### config.mk
export PLATFORM = sky130hd
export DESIGN_NAME = lpm_ctrl
export DESIGN_NICKNAME = d
export VERILOG_FILES = /design/src/pkg/lpm_pkg.sv /design/src/core/lpm_ctrl.sv
export SDC_FILE = /design/constraint.sdc
export NUM_CORES = 1
export LEC_CHECK = 0
export BUFFER_PORTS_ARGS = -buffer_cell sky130_fd_sc_hd__buf_4
export CAP_MARGIN = 10
export CORE_MARGIN = 10
export CORE_UTILIZATION = 44
export CTS_BUF_LIST = sky130_fd_sc_hd__clkbuf_4 sky130_fd_sc_hd__clkbuf_8
export DETAILED_ROUTE_END_ITERATION = 8
export MAX_ROUTING_LAYER = met4
export PLACE_DENSITY = 0.86
export SLEW_MARGIN = 20
export SYNTH_ARGS = -nofsm -noshare
export SYNTH_HDL_FRONTEND = slang
export SYNTH_SLANG_ARGS = --single-unit
### constraint.sdc
create_clock -name aclk -period 2.87 [get_ports aclk]
set_input_delay 0.4305 -clock aclk [delete_from_list [all_inputs] [get_ports aclk]]
set_output_delay 0.4305 -clock aclk [all_outputs]
set_load 0.1 [all_outputs]
### src/pkg/lpm_pkg.sv
/*
 * constants, state and carrier types of the low power mode controller.
 * assumes one 200 MHz clock and an AXI4-Lite register port.
 */
package lpm_pkg;
  // register byte addresses
  localparam logic [7:0] LPM_CTRL_ADDR = 8'h00;
  localparam logic [7:0] LPM_STAT_ADDR = 8'h04;
  // control field positions
  localparam int LPM_TB_BIT   = 0;
  localparam int LPM_WRAP_BIT = 1;
  localparam int LPM_SLO_BIT  = 2;
  localparam int LPM_SHI_BIT  = 3;
  localparam int LPM_AWU_BIT  = 4;
  localparam logic [4:0] LPM_CTRL_RST = 5'h00;
  // opcodes and timing
  localparam logic [7:0] LPM_OP_HALT  = 8'h8E;
  localparam int         LPM_STAB_CYC = 256;
  localparam logic [8:0] LPM_STAB_END = 9'(LPM_STAB_CYC - 1);
  // bus answers
  localparam logic [1:0] LPM_OKAY   = 2'h0;
  localparam logic [1:0] LPM_SLVERR = 2'h2;

  typedef enum logic [2:0] {
    ST_RUN  = 3'b000,
    ST_WAIT = 3'b001,
    ST_AH   = 3'b010,
    ST_HALT = 3'b011,
    ST_STAB = 3'b100,
    ST_AWU  = 3'b101
  } lpm_state_t;

  // clock enables handed to the clock tree
  typedef struct packed {
    logic cpu;
    logic periph;
    logic osc;
    logic timer;
  } lpm_clk_t;

  // whole state of the controller
  typedef struct packed {
    lpm_state_t  st;
    logic [8:0]  cnt;
    logic        by_rst;
    logic [4:0]  ctl;
    logic        s1;
    logic        s2;
    logic        mclr;
    logic        srv;
    logic        fetch;
    logic        wrst;
    logic        bvalid;
    logic [1:0]  bresp;
    logic        rvalid;
    logic [31:0] rdata;
    logic [1:0]  rresp;
  } lpm_st_t;

  localparam lpm_st_t LPM_ST_RST = '0;
endpackage

### src/core/lpm_ctrl.sv
/*
 * low power mode controller: run, wait, active-halt, halt, auto-wake halt.
 * assumes the cpu core presents executed opcodes, the interrupt logic
 * gives qualified wake levels on aclk, and the wake reset is a raw pin.
 */
`timescale 1ns/10ps
module lpm_ctrl #(
  parameter logic [7:0] IDLE_OP = 8'h8F  // idle opcode, value arbitrary
) (
  input  wire logic            aclk,
  input  wire logic            aresetn,
  input  wire logic [7:0]      awaddr,
  input  wire logic            awvalid,
  output      logic            awready,
  input  wire logic [31:0]     wdata,
  input  wire logic [3:0]      wstrb,
  input  wire logic            wvalid,
  output      logic            wready,
  output      logic [1:0]      bresp,
  output      logic            bvalid,
  input  wire logic            bready,
  input  wire logic [7:0]      araddr,
  input  wire logic            arvalid,
  output      logic            arready,
  output      logic [31:0]     rdata,
  output      logic [1:0]      rresp,
  output      logic            rvalid,
  input  wire logic            rready,
  input  wire logic            op_valid,
  input  wire logic [7:0]      opcode,
  input  wire logic            wdg_on,
  input  wire logic            dog_sleep_option,
  input  wire logic            wake_rst_pin,
  input  wire logic            irq_any,
  input  wire logic            irq_halt_exit,
  input  wire logic            irq_rtc,
  input  wire logic            irq_wrap,
  output lpm_pkg::lpm_clk_t    clk_en,
  output      logic            mask_clr,
  output      logic            irq_enter,
  output      logic            fetch_rst,
  output      logic            wdg_rst,
  output      logic [2:0]      mode
);

  ////////////////////////////////////////////////////////////////////////
  // state and decode

  lpm_pkg::lpm_st_t q;       // registered state
  lpm_pkg::lpm_st_t d;       // next state
  logic             ah_en;   // active-halt selected by timer bits
  logic             is_idle; // idle op executed
  logic             is_halt; // halt op executed
  logic             dog_hit; // halt turns into watchdog reset
  logic             aw_go;   // write taken
  logic             ar_go;   // read taken

  // besides LPM_TB_BIT, only the overflow path with the middle clock choice keeps the big timer
  assign ah_en = q.ctl[lpm_pkg::LPM_TB_BIT] |
                 (q.ctl[lpm_pkg::LPM_WRAP_BIT] & ~q.ctl[lpm_pkg::LPM_SHI_BIT] &
                  q.ctl[lpm_pkg::LPM_SLO_BIT]);
  // opcodes are decoded always; only the run state acts on them
  assign is_idle = op_valid & (opcode == IDLE_OP);
  assign is_halt = op_valid & (opcode == lpm_pkg::LPM_OP_HALT);
  // an enabled active-halt keeps the watchdog quiet
  assign dog_hit = wdg_on & ~dog_sleep_option & ~ah_en;
  // both channels are taken together; one answer outstanding at a time
  assign aw_go   = awvalid & wvalid & ~q.bvalid;
  assign ar_go   = arvalid & ~q.rvalid;

  ////////////////////////////////////////////////////////////////////////
  // next state

  // one copy of the whole state is filled here, the register only latches it;
  // wake events are looked at only in the mode that owns them
  always_comb begin
    d       = q;
    d.mclr  = 1'b0;
    d.srv   = 1'b0;
    d.fetch = 1'b0;
    d.wrst  = 1'b0;
    // wake reset pin synchroniser
    d.s1    = wake_rst_pin;
    d.s2    = q.s1;
    case (q.st)
      lpm_pkg::ST_RUN: begin
        // nothing but the mask bit is touched on entry
        if (is_idle) begin
          d.st   = lpm_pkg::ST_WAIT;
          d.mclr = 1'b1;
        end else if (is_halt && dog_hit) begin
          d.wrst = 1'b1;
        end else if (is_halt) begin
          d.mclr = 1'b1;
          if (ah_en) begin
            d.st = lpm_pkg::ST_AH;
          end else if (q.ctl[lpm_pkg::LPM_AWU_BIT]) begin
            d.st = lpm_pkg::ST_AWU;
          end else begin
            d.st = lpm_pkg::ST_HALT;
          end
        end
      end
      lpm_pkg::ST_WAIT: begin
        // clock still runs, so reset needs no settling time
        if (q.s2) begin
          d.st    = lpm_pkg::ST_RUN;
          d.fetch = 1'b1;
        end else if (irq_any) begin
          d.st  = lpm_pkg::ST_RUN;
          d.srv = 1'b1;
        end
      end
      lpm_pkg::ST_AH: begin
        // a pending timer irq at entry wakes on the first cycle
        if (q.s2) begin
          d.st     = lpm_pkg::ST_STAB;
          d.by_rst = 1'b1;
          d.cnt    = '0;
        end else if (irq_rtc || irq_wrap) begin
          d.st  = lpm_pkg::ST_RUN;
          d.srv = 1'b1;
        end
      end
      lpm_pkg::ST_HALT, lpm_pkg::ST_AWU: begin
        // the oscillator restarts at once; settling hides its start from the cpu
        if (q.s2) begin
          d.st     = lpm_pkg::ST_STAB;
          d.by_rst = 1'b1;
          d.cnt    = '0;
        end else if (irq_halt_exit) begin
          d.st     = lpm_pkg::ST_STAB;
          d.by_rst = 1'b0;
          d.cnt    = '0;
        end
      end
      lpm_pkg::ST_STAB: begin
        // oscillator settles for a fixed count before the cpu restarts
        // the count runs from zero to its end value, one cycle per step
        if (q.cnt == lpm_pkg::LPM_STAB_END) begin
          d.st    = lpm_pkg::ST_RUN;
          d.fetch = q.by_rst;
          d.srv   = ~q.by_rst;
        end else begin
          d.cnt = q.cnt + 9'h001;
        end
      end
      default: begin
        // unused codes fall back to run rather than lock the cpu out
        d.st = lpm_pkg::ST_RUN;
      end
    endcase
    // register writes
    // one answer outstanding: a new write waits until bready retires it
    if (aw_go) begin
      d.bvalid = 1'b1;
      if (awaddr == lpm_pkg::LPM_CTRL_ADDR) begin
        d.bresp = lpm_pkg::LPM_OKAY;
        if (wstrb[0]) begin
          d.ctl = wdata[4:0];
        end
      end else if (awaddr == lpm_pkg::LPM_STAT_ADDR) begin
        d.bresp = lpm_pkg::LPM_OKAY;  // read-only, write dropped
      end else begin
        d.bresp = lpm_pkg::LPM_SLVERR;
      end
    end else if (q.bvalid && bready) begin
      d.bvalid = 1'b0;
    end
    // register reads
    // read data is captured when taken and stands until rready
    if (ar_go) begin
      d.rvalid = 1'b1;
      d.rresp  = lpm_pkg::LPM_OKAY;
      if (araddr == lpm_pkg::LPM_CTRL_ADDR) begin
        d.rdata = {27'h0000000, q.ctl};
      end else if (araddr == lpm_pkg::LPM_STAT_ADDR) begin
        d.rdata = {27'h0000000, ah_en, q.by_rst, q.st};
      end else begin
        d.rdata = 32'h00000000;
        d.rresp = lpm_pkg::LPM_SLVERR;
      end
    end else if (q.rvalid && rready) begin
      d.rvalid = 1'b0;
    end
  end

  ////////////////////////////////////////////////////////////////////////
  // state register

  // synchronous reset returns every field, the pin synchroniser too, to zero
  always_ff @(posedge aclk) begin
    if (!aresetn) begin
      q <= lpm_pkg::LPM_ST_RST;
    end else begin
      q <= d;
    end
  end

  ////////////////////////////////////////////////////////////////////////
  // outputs

  // clock gating follows the mode alone; decoding the state register gives
  // the enables at no extra flip-flop; moves that flip several state bits, as ST_HALT to ST_STAB, can glitch them
  always_comb begin
    clk_en.cpu    = (q.st == lpm_pkg::ST_RUN);
    clk_en.periph = (q.st == lpm_pkg::ST_RUN) || (q.st == lpm_pkg::ST_WAIT);
    clk_en.osc    = (q.st != lpm_pkg::ST_HALT) && (q.st != lpm_pkg::ST_AWU);
    clk_en.timer  = clk_en.osc;
  end

  // handshake readies and clk_en are combinational, every other output is a flip-flop
  assign awready   = aw_go;
  assign wready    = aw_go;
  assign arready   = ~q.rvalid;
  assign bvalid    = q.bvalid;
  assign bresp     = q.bresp;
  assign rvalid    = q.rvalid;
  assign rdata     = q.rdata;
  assign rresp     = q.rresp;
  assign mask_clr  = q.mclr;
  assign irq_enter = q.srv;
  assign fetch_rst = q.fetch;
  assign wdg_rst   = q.wrst;
  assign mode      = q.st;
endmodule

# [Word level (Yosys, flattened, before mapping)]
# Cells that the tools add are included.
[op_classes] add_sub_neg=1 n_eq_ne=20 muxes=39 bitwise_logic=18 n_reduce_logical=20
[op_table] op="3-bit 2-to-1 mux" n=10
[op_table] op="9-bit case mux with 3 select lines" n=1
[op_table] op="13-bit 2-to-1 mux" n=2
[op_table] op="8-bit by 3-bit equality test with 1-bit output (second input constant)" n=2
[op_table] op="8-bit equality test (second input constant)" n=2
[op_table] op="8-bit logical NOT" n=2
[op_table] op="3-bit inequality test (second input constant)" n=5
[op_table] op="3-bit case mux with 5 select lines" n=1
[op_table] op="1-bit 2-to-1 mux" n=13
[op_table] op="10-bit 2-to-1 mux" n=1
[op_table] op="2-bit 2-to-1 mux" n=5
[op_table] op="5-bit 2-to-1 mux" n=2
[op_table] op="9-bit by 1-bit adder with 9-bit output (second input constant)" n=1
[op_table] op="1-bit AND" n=9
[op_table] op="9-bit by 8-bit equality test with 1-bit output (second input constant)" n=1
[op_table] op="9-bit 2-to-1 mux" n=1
[op_table] op="1-bit NOT" n=8
[op_table] op="3-bit by 2-bit equality test with 1-bit output (second input constant)" n=2
[op_table] op="3-bit equality test (second input constant)" n=2
[op_table] op="2-bit inequality test (second input constant)" n=3
[op_table] op="3-bit AND reduction" n=2
[op_table] op="6-bit AND reduction" n=1
[op_table] op="2-bit nonzero test" n=3
[op_table] op="1-bit logical AND" n=4
[op_table] op="13 further kinds" n=15
[word_totals] register_bits=62 input_bits=75 out_inout_bits=52 elab_cells=113

# [Depth between registers and ports, before layout]
# Gate-level depths: netlist (run 1).
[logic_depth] word_depth=10 ltp_mapped=9 depth_no_buf=9

# [Worst setup path before layout (run 1)]
# OpenSTA, ideal clock, no wires.
[synth_path] path_kind="register -> register" startpoint="reg q (netlist bit bvalid)" endpoint="reg q[44] (netlist name)" setup_ps=128 arrival_ps=3160 t_required_ps=2742 setup_slack_ps=-418 path_stages_with_launch=5 n_path_buf=0 period_less_slack_ps=3288 cell_sequence="dfxtp_1 nor2_1 nand4b_1 mux2i_1 nor2_1"
[synth_between] elab_chain_len=3
[synth_lines] element="start: declaration" line="lpm_ctrl.sv:49" source="lpm_pkg::lpm_st_t q;"
[synth_lines] element="start signal: assignment" line="lpm_ctrl.sv:194" source="q <= lpm_pkg::LPM_ST_RST;"
[synth_lines] element="1-bit NOT" line="lpm_ctrl.sv:68" source="assign aw_go = awvalid & wvalid & ~q.bvalid;"
[synth_lines] element="1-bit AND" line="lpm_ctrl.sv:68"
[synth_lines] element="named net awready" line="lpm_ctrl.sv:14" source="output logic awready,"
[synth_lines] element="3-bit AND reduction (no source line)"
# The timed path passes the listed nets, and every way through them passes these cells.
# A chain may end at the register's enable or synchronous reset.

# [Worst setup path in the final report (run 1)]
[layout_path] startpoint="reg q[50] (netlist name)" endpoint="reg q (netlist bit mode[1])"
[layout_between] elab_chain_len=3
[layout_lines] element="9-bit by 8-bit equality test with 1-bit output" line="lpm_ctrl.sv:140" source="if (q.cnt == lpm_pkg::LPM_STAB_END) begin"
[layout_lines] element="2-bit inequality test (no source line)"
[layout_lines] element="6-bit AND reduction (no source line)"
# No other way between the ends.

==> results by group, run 1 <==
Run status
  • Status: finished clean

Floorplan
  • Row count: 24
  • Die area: 7560 um2
  • Ports: 127
  • Die height: 86.9 um
  • Initial Util: 0.453
  • Core Box Area: 4350 um2
  • Die Wd: 86.9 um

Timing
  • Period Utilization, post-route: 0.837
  • Final Max Slew Viols: 0
  • Worst slew margin: 0.475
  • Final Hold Fails: 0
  • Worst-case clock skew: 11.1 ps
  • Setup_tns: 0 ps
  • # setup viols final: 0
  • Tightest Pin Transition: 781 ps
  • Post-layout min period: 2400 ps
  • RSZ-0062 raised after global routing: false
  • Fmax: 0.416 GHz

Logic synthesis
  • Synth async-reset ratio: 0
  • Sequential area share after synthesis: 0.335
  • Library cells used by synthesis: 47
  • Number of synthesized flops with an enable pin: 0
  • Post-Syn Area per Cell: 8.39 um2
  • Most used DFF post-synth: dfxtp_1
  • Synth Register Bits: 33
  • Gate Count Post-Synth: 235
  • Mapped cell area: 1970 um2
  • Synth warnings: 0

Finish
  • Nets@finish: 370
  • Post-route cell area: 2410 um2
  • Area occupied by multi-input gates: 1050 um2
  • Largest Register: q
  • Filler instances: 421
  • Commonest non-fill, non-tap cell in the layout: buf_4
  • Register area: 661 um2
  • Fin cells: 345
  • Diodes inserted: 0
  • Share of post-route cells with drive strength above 1: 0.287
  • Most frequent cells in the layout: buf_4, dfxtp_1, nor2_1, conb_1, nand2_1
  • Layout overhead on the synthesized area: 22.3%
  • Max reg flops: 16

Route
  • 1st-iter DRT viols: 115
  • Vias: 1,739
  • Routed wire length: 4.92 mm
  • Vias/cell: 5.04
  • DRC errors left: 0
  • Drt wl/cell: 14.3 um
  • Antenna Nets Post-Route: 0
  • Drt pass-1 iters: 4

Hold path
  • Worst Hold Endpoint: rvalid
  • Hold path depth: 2
  • Hold path startpoint: rready
  • HP Class: primary input to flop

Setup path
  • Worst path slowest cell: or4b_1
  • CP peak stage delay: 500 ps
  • Origin of the critical flop-to-flop path: q[50]
  • Critical Path Start Type: flop
  • Crit Path Class: flop to flop
  • Worst r2r path cells: 9
  • FF-to-FF End: mode[1]
  • Max FO, Critical Path: 3
  • Critical path cell sequence: ha_1, nand3_1, nor2_1, ha_1, nor2_1, a22o_1, or3_4, or4b_1, a21oi_1
  • Register-to-register setup slack: 470 ps
  • Crit path buffers/inverters: 0
  • Critical path origin: q[50]
  • Worst Setup End Kind: flop
  • Largest delay share family, worst path: simple AND/OR/NAND/NOR gates
  • CP arrival: 2620 ps
  • Critical Path RT: 3090 ps

Clocking
  • H-Tree Depth: 2
  • Clock latency on the worst-skew pair: 290 ps
  • PostCTS Resize Cnt: 0
  • Post-CTS Hold Fix Bufs: 0
  • Clock Path Buffers: 2
  • Sink Count: 33
  • Reg clk slew, reported paths: 70 ps
  • CTS root buffer: clkbuf_8
  • CTS tree: done
  • Postcts setup bufs: 0
  • TritonCTS Buffers: 5

Place
  • Placed Area: 2320 um2
  • Placer Congestion: 0.766
  • Final HPWL DP: 4.09 mm
  • Cells after DPL: 337
  • I/O Buffers: 67

Global route
  • GRT Max-Usage Layer: met2
  • GRT Total Usage: 0.131
  • Met1 Usage GRT: 0.132
  • Initial antenna violation count: 0
  • Met3 Use GR: 0.0459
  • Vias in the first global route: 1,859
  • GR Layer Usage met2: 0.222
  • Largest net degree at the start of global routing: 23
  • First-pass GRT wire length: 7.88 mm
  • Grt ovf: 0

Job
  • Max-Cap Viols: 0

Pwr
  • Power Dens Cells: 737 nW/um2
  • VDD IR max: 592 uV
  • Leak Pwr: 1.08 nW
-- through the flow --
stage          utilization  power, mW  hold WS, ps  setup WS [ps]
3_5_place_dp         0.534       1.45          430            479
2_1_floorplan            -       1.34          412            248
4_1_cts              0.554       1.79          305            457
3_3_place_gp         0.534       1.44          415            528
5_1_grt              0.554       1.87          320            274
6_report             0.554       1.78          311            467
-- synthesized netlist by cell type, types with 3 or more instances --
cell      instances  area share
nor3b_1           3       0.011
inv_1             7       0.013
nand3_1           4       0.010
xnor2_1           6       0.027
a211oi_1          3       0.011
nor4b_1           3       0.013
a21oi_1          10       0.025
clkbuf_1          3      0.0057
buf_4            41        0.16
nor3_1            3      0.0076
nor2b_1           6       0.019
mux2i_1           7       0.036
a22oi_1           5       0.019
nor2_1           32       0.061
nand4b_1          3       0.013
ha_1              3       0.019
dfxtp_1          33        0.34
nand2_1          13       0.025
nor4_1            9       0.029
mux2_2            4       0.023
nand2b_1          3      0.0095
-- power breakdown --
part | total [mW] | internal (mW) | switching (mW)
Clock | 0.339 | 0.167 | 0.172
Sequential | 0.563 | 0.492 | 0.0718
Combinational | 0.875 | 0.217 | 0.658
-- cell type report --
cell class                      instances  share of cell area
Clock inverter                          3             0.00727
Sequential cell                        33               0.274
Tap cell                               52              0.0270
Multi-Input combinational cell        175               0.434
Clock buffer                            5              0.0285
Timing Repair Buffer                   70               0.218
Inverter                                7              0.0109
-- worst max path at each step --
stage	end	slack [ps]	cells after the start
6_report	mode[1]	470	9
4_1_cts	mode[1]	460	9
3_3_place_gp	mode[1]	530	9
3_5_place_dp	mode[1]	480	9
5_1_grt	mode[1]	270	9
2_1_floorplan	q[44]	250	4
-- kinds of logic (layout without fill, tap and decap cells) --
group | after synthesis | in the layout | share of synthesized area
simple gates | 92 | 92 | 0.251
buf+inv | 55 | 85 | 0.188
flops | 33 | 33 | 0.335
compound gates | 32 | 32 | 0.110
mux | 11 | 11 | 0.0584
xor+xnor | 8 | 8 | 0.0356
fa+ha+maj | 3 | 3 | 0.0190
other cells | 1 | 29 | 0.00190
-- layer usage --
layer,up-vias,wire [um]
met1,793,1950
met3,10,396
met2,73,2480
li1,863,-
met5,-,0
met4,0,93
Power figures use the tool's default switching activity.
==> run 2, diff against run 1 <==
--- a/config.mk
+++ b/config.mk
@@ -8,11 +8,11 @@
 export BUFFER_PORTS_ARGS = -buffer_cell sky130_fd_sc_hd__buf_4
 export CAP_MARGIN = 10
 export CORE_MARGIN = 10
-export CORE_UTILIZATION = 44
+export CORE_UTILIZATION = 40
 export CTS_BUF_LIST = sky130_fd_sc_hd__clkbuf_4 sky130_fd_sc_hd__clkbuf_8
 export DETAILED_ROUTE_END_ITERATION = 8
 export MAX_ROUTING_LAYER = met4
-export PLACE_DENSITY = 0.86
+export PLACE_DENSITY = 0.82
 export SLEW_MARGIN = 20
 export SYNTH_ARGS = -nofsm -noshare
 export SYNTH_HDL_FRONTEND = slang
==> constraint.sdc (replaced) <==
create_clock -name aclk -period 2.05 [get_ports aclk]
set_input_delay 0.3075 -clock aclk [delete_from_list [all_inputs] [get_ports aclk]]
set_output_delay 0.3075 -clock aclk [all_outputs]
set_load 0.1 [all_outputs]
==> run 2 against run 1 <==
The flow now finishes with violations (setup timing). Sequential power up 37%. Fmax rose by 9.1%. Count of clock-buffer cells in the layout unchanged. Critical path type unchanged. Largest power group unchanged.
==> results by group, run 2 (synthesis gave the netlist of run 1 again) <==
Timing
  • Post-route setup slack: -151 ps
  • Fmax: 0.454 GHz
  • WHS: 186 ps
  • Post-layout min period: 2200 ps
  • Period Utilization, post-route: 1.07
  • RSZ-0062 raised after global routing: true
  • Tightest Pin Transition: 559 ps
  • Worst-case clock skew: 8.03 ps
  • Final Max Slew Viols: 0
  • Setup_tns: -151 ps
  • # setup viols final: 1
  • Worst slew margin: 0.627
  • Final Hold Fails: 0

Route
  • Routed wire length: 5.34 mm
  • Drt wl/cell: 14.0 um
  • Drt pass-1 iters: 4
  • Vias: 1,798
  • Antenna Nets Post-Route: 0
  • DRC errors left: 0
  • 1st-iter DRT viols: 61
  • Vias/cell: 4.72

Setup path
  • Critical Path Start Type: flop
  • Critical Path RT: 2270 ps
  • CP arrival: 2420 ps
  • Worst Setup End Kind: flop
  • Crit Path Class: flop to flop
  • Max FO, Critical Path: 2
  • Worst r2r path cells: 9

Finish
  • Nets@finish: 391
  • Max reg flops: 16
  • Layout overhead on the synthesized area: 36.6%
  • Share of post-route cells with drive strength above 1: 0.376
  • Most frequent cells in the layout: buf_4, conb_1, nor2_1, dfxtp_1, nand2_1
  • Diodes inserted: 0
  • Fin cells: 381
  • Largest Register: q
  • Commonest non-fill, non-tap cell in the layout: buf_4
  • Post-route cell area: 2690 um2

Floorplan
  • Core Box Area: 4750 um2
  • Die height: 90.2 um
  • Die area: 8130 um2
  • Row count: 25
  • Die Wd: 90.2 um
  • Initial Util: 0.414
  • Ports: 127

Clocking
  • Clock Path Buffers: 2
  • CTS tree: done
  • CTS root buffer: clkbuf_8
  • Sink Count: 33
  • H-Tree Depth: 2
  • Post-CTS Hold Fix Bufs: 0
  • TritonCTS Buffers: 5
  • Clock latency on the worst-skew pair: 300 ps
  • Reg clk slew, reported paths: 80 ps

Global route
  • Initial antenna violation count: 0
  • Largest net degree at the start of global routing: 22
  • Grt ovf: 0
  • Vias in the first global route: 1,952
  • First-pass GRT wire length: 8.83 mm
  • GRT Total Usage: 0.131

Pwr
  • Seq pwr share: 0.275
  • Sw Pwr: 1.32 mW
  • VDD IR max: 580 uV
  • Logic pwr share: 0.502
  • Internal power of the cells: 1.47 mW
  • Leak Pwr: 1.21 nW
  • Power share of the clock group: 0.224
  • Power Dens Cells: 1040 nW/um2
  • Sw Ratio: 0.473

Run status
  • Status: complete, but fails checks
  • Failing checks: setup timing

Place
  • Placed Area: 2520 um2
  • Cells after DPL: 372
  • I/O Buffers: 67
  • Placer Congestion: 0.821
  • Placement Setup Slack: -186 ps
  • Final HPWL DP: 4.37 mm

Job
  • Max-Cap Viols: 0

Hold path
  • Hold path depth: 2
  • HP Class: primary input to flop
-- run 2: metal layers --
metal / up-vias / GRT usage / part of all wire / wire, um
li1: 906 / - / - / -
met1: 826 / 0.138 / 0.41 / 2170
met2: 58 / 0.222 / 0.52 / 2790
met3: 8 / 0.0482 / 0.062 / 330
met4: 0 / 0.0477 / 0.011 / 58
met5: - / - / 0 / 0
-- run 2: power groups by stage --
stage / logic [mW] / clock network (mW) / registers (mW)
after floorplan: 1.09 / 0 / 0.795
final: 1.40 / 0.626 / 0.769
after CTS: 1.37 / 0.636 / 0.766
after detailed placement: 1.35 / 0 / 0.781
after global routing: 1.48 / 0.661 / 0.781
after global placement: 1.34 / 0 / 0.778
-- run 2: layout make-up --
type / instances / area (um2)
Fill cell: 465 / 2060
Timing Repair Buffer: 91 / 696
Sequential cell: 33 / 667
Clock inverter: 3 / 46.3
Inverter: 7 / 26.3
Clock buffer: 5 / 68.8
Tap cell: 67 / 83.8
Multi-Input combinational cell: 175 / 1100
-- run 2: timing repair --
| action | CTS | global route |
|---|---|---|
| buffers inserted | 1 | 0 |
| pin swaps | 1 | 4 |
| gates resized for setup | 3 | 8 |
| endpoints found under the setup margin | 2 | 3 |
-- run 2: worst max-delay path: stages, from the launching register on --
cell	delay (ps)
dfxtp_2	350
ha_4	150
nand3_4	80
nor2_4	160
ha_4	160
nor2_2	30
a22o_1	260
or3_4	330
or4b_1	470
a21oi_1	130
-- run 2: stage by stage --
step | util | power (mW)
after global routing | 0.566 | 2.92
after detailed placement | 0.531 | 2.13
after global placement | 0.531 | 2.12
after CTS | 0.559 | 2.77
final | 0.566 | 2.80
after floorplan | - | 1.89
-- run 2: path summary, 6_finish.rpt --
path | from | endpoint | slack, ps
max reg2reg | q[51] | mode[1] | -150
max | q[51] | mode[1] | -150
min | rready | rvalid | 190
min reg2reg | d[42] | q[42] | 450
==> run 3, diff against run 2 <==
--- a/config.mk
+++ b/config.mk
@@ -6,13 +6,13 @@
 export NUM_CORES = 1
 export LEC_CHECK = 0
 export BUFFER_PORTS_ARGS = -buffer_cell sky130_fd_sc_hd__buf_4
-export CAP_MARGIN = 10
+export CAP_MARGIN = 0
 export CORE_MARGIN = 10
-export CORE_UTILIZATION = 40
+export CORE_UTILIZATION = 44
 export CTS_BUF_LIST = sky130_fd_sc_hd__clkbuf_4 sky130_fd_sc_hd__clkbuf_8
 export DETAILED_ROUTE_END_ITERATION = 8
 export MAX_ROUTING_LAYER = met4
-export PLACE_DENSITY = 0.82
+export PLACE_DENSITY = 0.86
 export SLEW_MARGIN = 20
 export SYNTH_ARGS = -nofsm -noshare
 export SYNTH_HDL_FRONTEND = slang
==> constraint.sdc (replaced) <==
create_clock -name aclk -period 2.35 [get_ports aclk]
set_input_delay 0.3525 -clock aclk [delete_from_list [all_inputs] [get_ports aclk]]
set_output_delay 0.3525 -clock aclk [all_outputs]
set_load 0.1 [all_outputs]
==> run 3 against run 2 <==
The flow now finishes without violations. Final cell count is 6.6% lower. Highest routed layer unchanged. Wire length down 4.3%. Critical path depth unchanged. Setup slack improved by 260 ps. Global-route usage increased by 0.61 points. Die area decreased by 7.1%. Sequential share of layout area increased by 1.5 points. Via count decreased by 1.5%. Clock power decreased by 32%. Fmax down 1.8%. Flip-flop and latch count is the same.
==> results by group, run 3 (synthesis gave the netlist of run 1 again) <==
Run status
  • Status: finished clean

Route
  • Vias/cell: 4.97
  • Vias: 1,771
  • 1st-iter DRT viols: 57
  • DRC errors left: 0
  • Routed wire length: 5.12 mm
  • Drt pass-1 iters: 4
  • Antenna Nets Post-Route: 0
  • Drt wl/cell: 14.4 um

Clocking
  • CTS tree: done
  • TritonCTS Buffers: 5
  • CTS root buffer: clkbuf_8
  • Reg clk slew, reported paths: 70 ps
  • Clock latency on the worst-skew pair: 290 ps
  • H-Tree Depth: 2
  • Clock Path Buffers: 2
  • Sink Count: 33

Setup path
  • Max FO, Critical Path: 3
  • Worst Setup End Kind: flop
  • Critical Path Start Type: flop
  • CP arrival: 2460 ps
  • Crit Path Class: flop to flop
  • Critical Path RT: 2570 ps

Global route
  • Vias in the first global route: 1,940
  • Met3 Use GR: 0.0552
  • Largest net degree at the start of global routing: 18
  • Initial antenna violation count: 0
  • Met1 Usage GRT: 0.138
  • First-pass GRT wire length: 8.29 mm
  • GRT Max-Usage Layer: met2
  • GRT Total Usage: 0.137
  • Grt ovf: 0
  • GR Layer Usage met2: 0.238

Timing
  • Tightest Pin Transition: 531 ps
  • Post-layout min period: 2240 ps
  • Final Hold Fails: 0
  • WHS: 238 ps
  • Worst-case clock skew: 6.64 ps
  • Setup_tns: 0 ps
  • Period Utilization, post-route: 0.954
  • # setup viols final: 0
  • Final Max Slew Viols: 0
  • RSZ-0062 raised after global routing: false
  • Fmax: 0.446 GHz
  • Worst slew margin: 0.645

Floorplan
  • Ports: 127
  • Die Wd: 86.9 um
  • Die area: 7560 um2
  • Row count: 24
  • Initial Util: 0.453
  • Die height: 86.9 um
  • Core Box Area: 4350 um2

Finish
  • Max reg flops: 16
  • Diodes inserted: 0
  • Layout overhead on the synthesized area: 28.3%
  • Share of post-route cells with drive strength above 1: 0.339
  • Post-route cell area: 2530 um2
  • Largest Register: q
  • Most frequent cells in the layout: buf_4, nor2_1, dfxtp_1, conb_1, nand2_1
  • Commonest non-fill, non-tap cell in the layout: buf_4
  • Nets@finish: 381

Place
  • I/O Buffers: 67
  • Final HPWL DP: 4.28 mm
  • Placer Congestion: 0.866
  • Placed Area: 2400 um2

Pwr
  • VDD IR max: 547 uV
  • Leak Pwr: 1.14 nW
  • Power Dens Cells: 897 nW/um2
  • Design Power: 2.27 mW

Job
  • Max-Cap Viols: 0

Hold path
  • HP Class: primary input to flop
==> run 3: changes by cell type in the layout (fill, tap and decap cells not counted), moves of 2 or more <==
cell | previous run | this run
dfxtp_1 | 28 | 30
buf_4 | 90 | 81
nor2_1 | 28 | 30
clkinv_2 | 0 | 2
dfxtp_2 | 5 | 3
==> run 3: worst paths after layout <==
kind         startpoint      end  slack (ps)  depth (start not counted)
min reg2reg       d[42]    q[42]         440                          1
max reg2reg       q[50]  mode[1]         110                          9
min              rready   rvalid         240                          2
max               q[50]  mode[1]         110                          9
==> run 3: cell type report <==
type | count | area (um2)
Clock buffer | 6 | 76.3
Tap cell | 52 | 65.1
Sequential cell | 33 | 664
Inverter | 7 | 26.3
Clock inverter | 2 | 10.0
Multi-Input combinational cell | 175 | 1080
Timing Repair Buffer | 81 | 608
Fill cell | 409 | 1830
==> run 3: report_power, final <==
group | switching [mW] | total (mW) | internal (mW)
clock network | 0.206 | 0.423 | 0.217
logic | 0.850 | 1.17 | 0.324
registers | 0.0672 | 0.670 | 0.602
total | 1.12 | 2.27 | 1.14
==> run 3: worst max-delay path, stage by stage (launching register included) <==
cell and delay, ps:
dfxtp_2 360, ha_4 140, nand3_1 80, nor2_2 130, ha_2 200, nor2_1 40
a22o_1 250, or3_4 330, or4b_4 520, a21oi_2 110
==> run 3: timing repair <==
item                                    CTS  global route
setup buffers                             1             1
pin swaps                                 1             4
endpoints found under the setup margin    1             1
resized for setup                         4             5
hold buffers                              0             0
==> run 3: metal layers <==
layer | part of all wire | vias to the layer above
li1 | - | 881
met1 | 0.39 | 819
met2 | 0.52 | 64
met3 | 0.077 | 7
met4 | 0.011 | 0
met5 | 0 | -
==> run 3: metrics by stage <==
step | util | instances | setup WS [ps]
floorplan | - | 263 | 3.02
finish | 0.580 | 356 | 109
global placement | 0.551 | 346 | 54.9
CTS | 0.574 | 355 | 13.4
detailed placement | 0.551 | 346 | -7.17
global route | 0.580 | 356 | 4.12
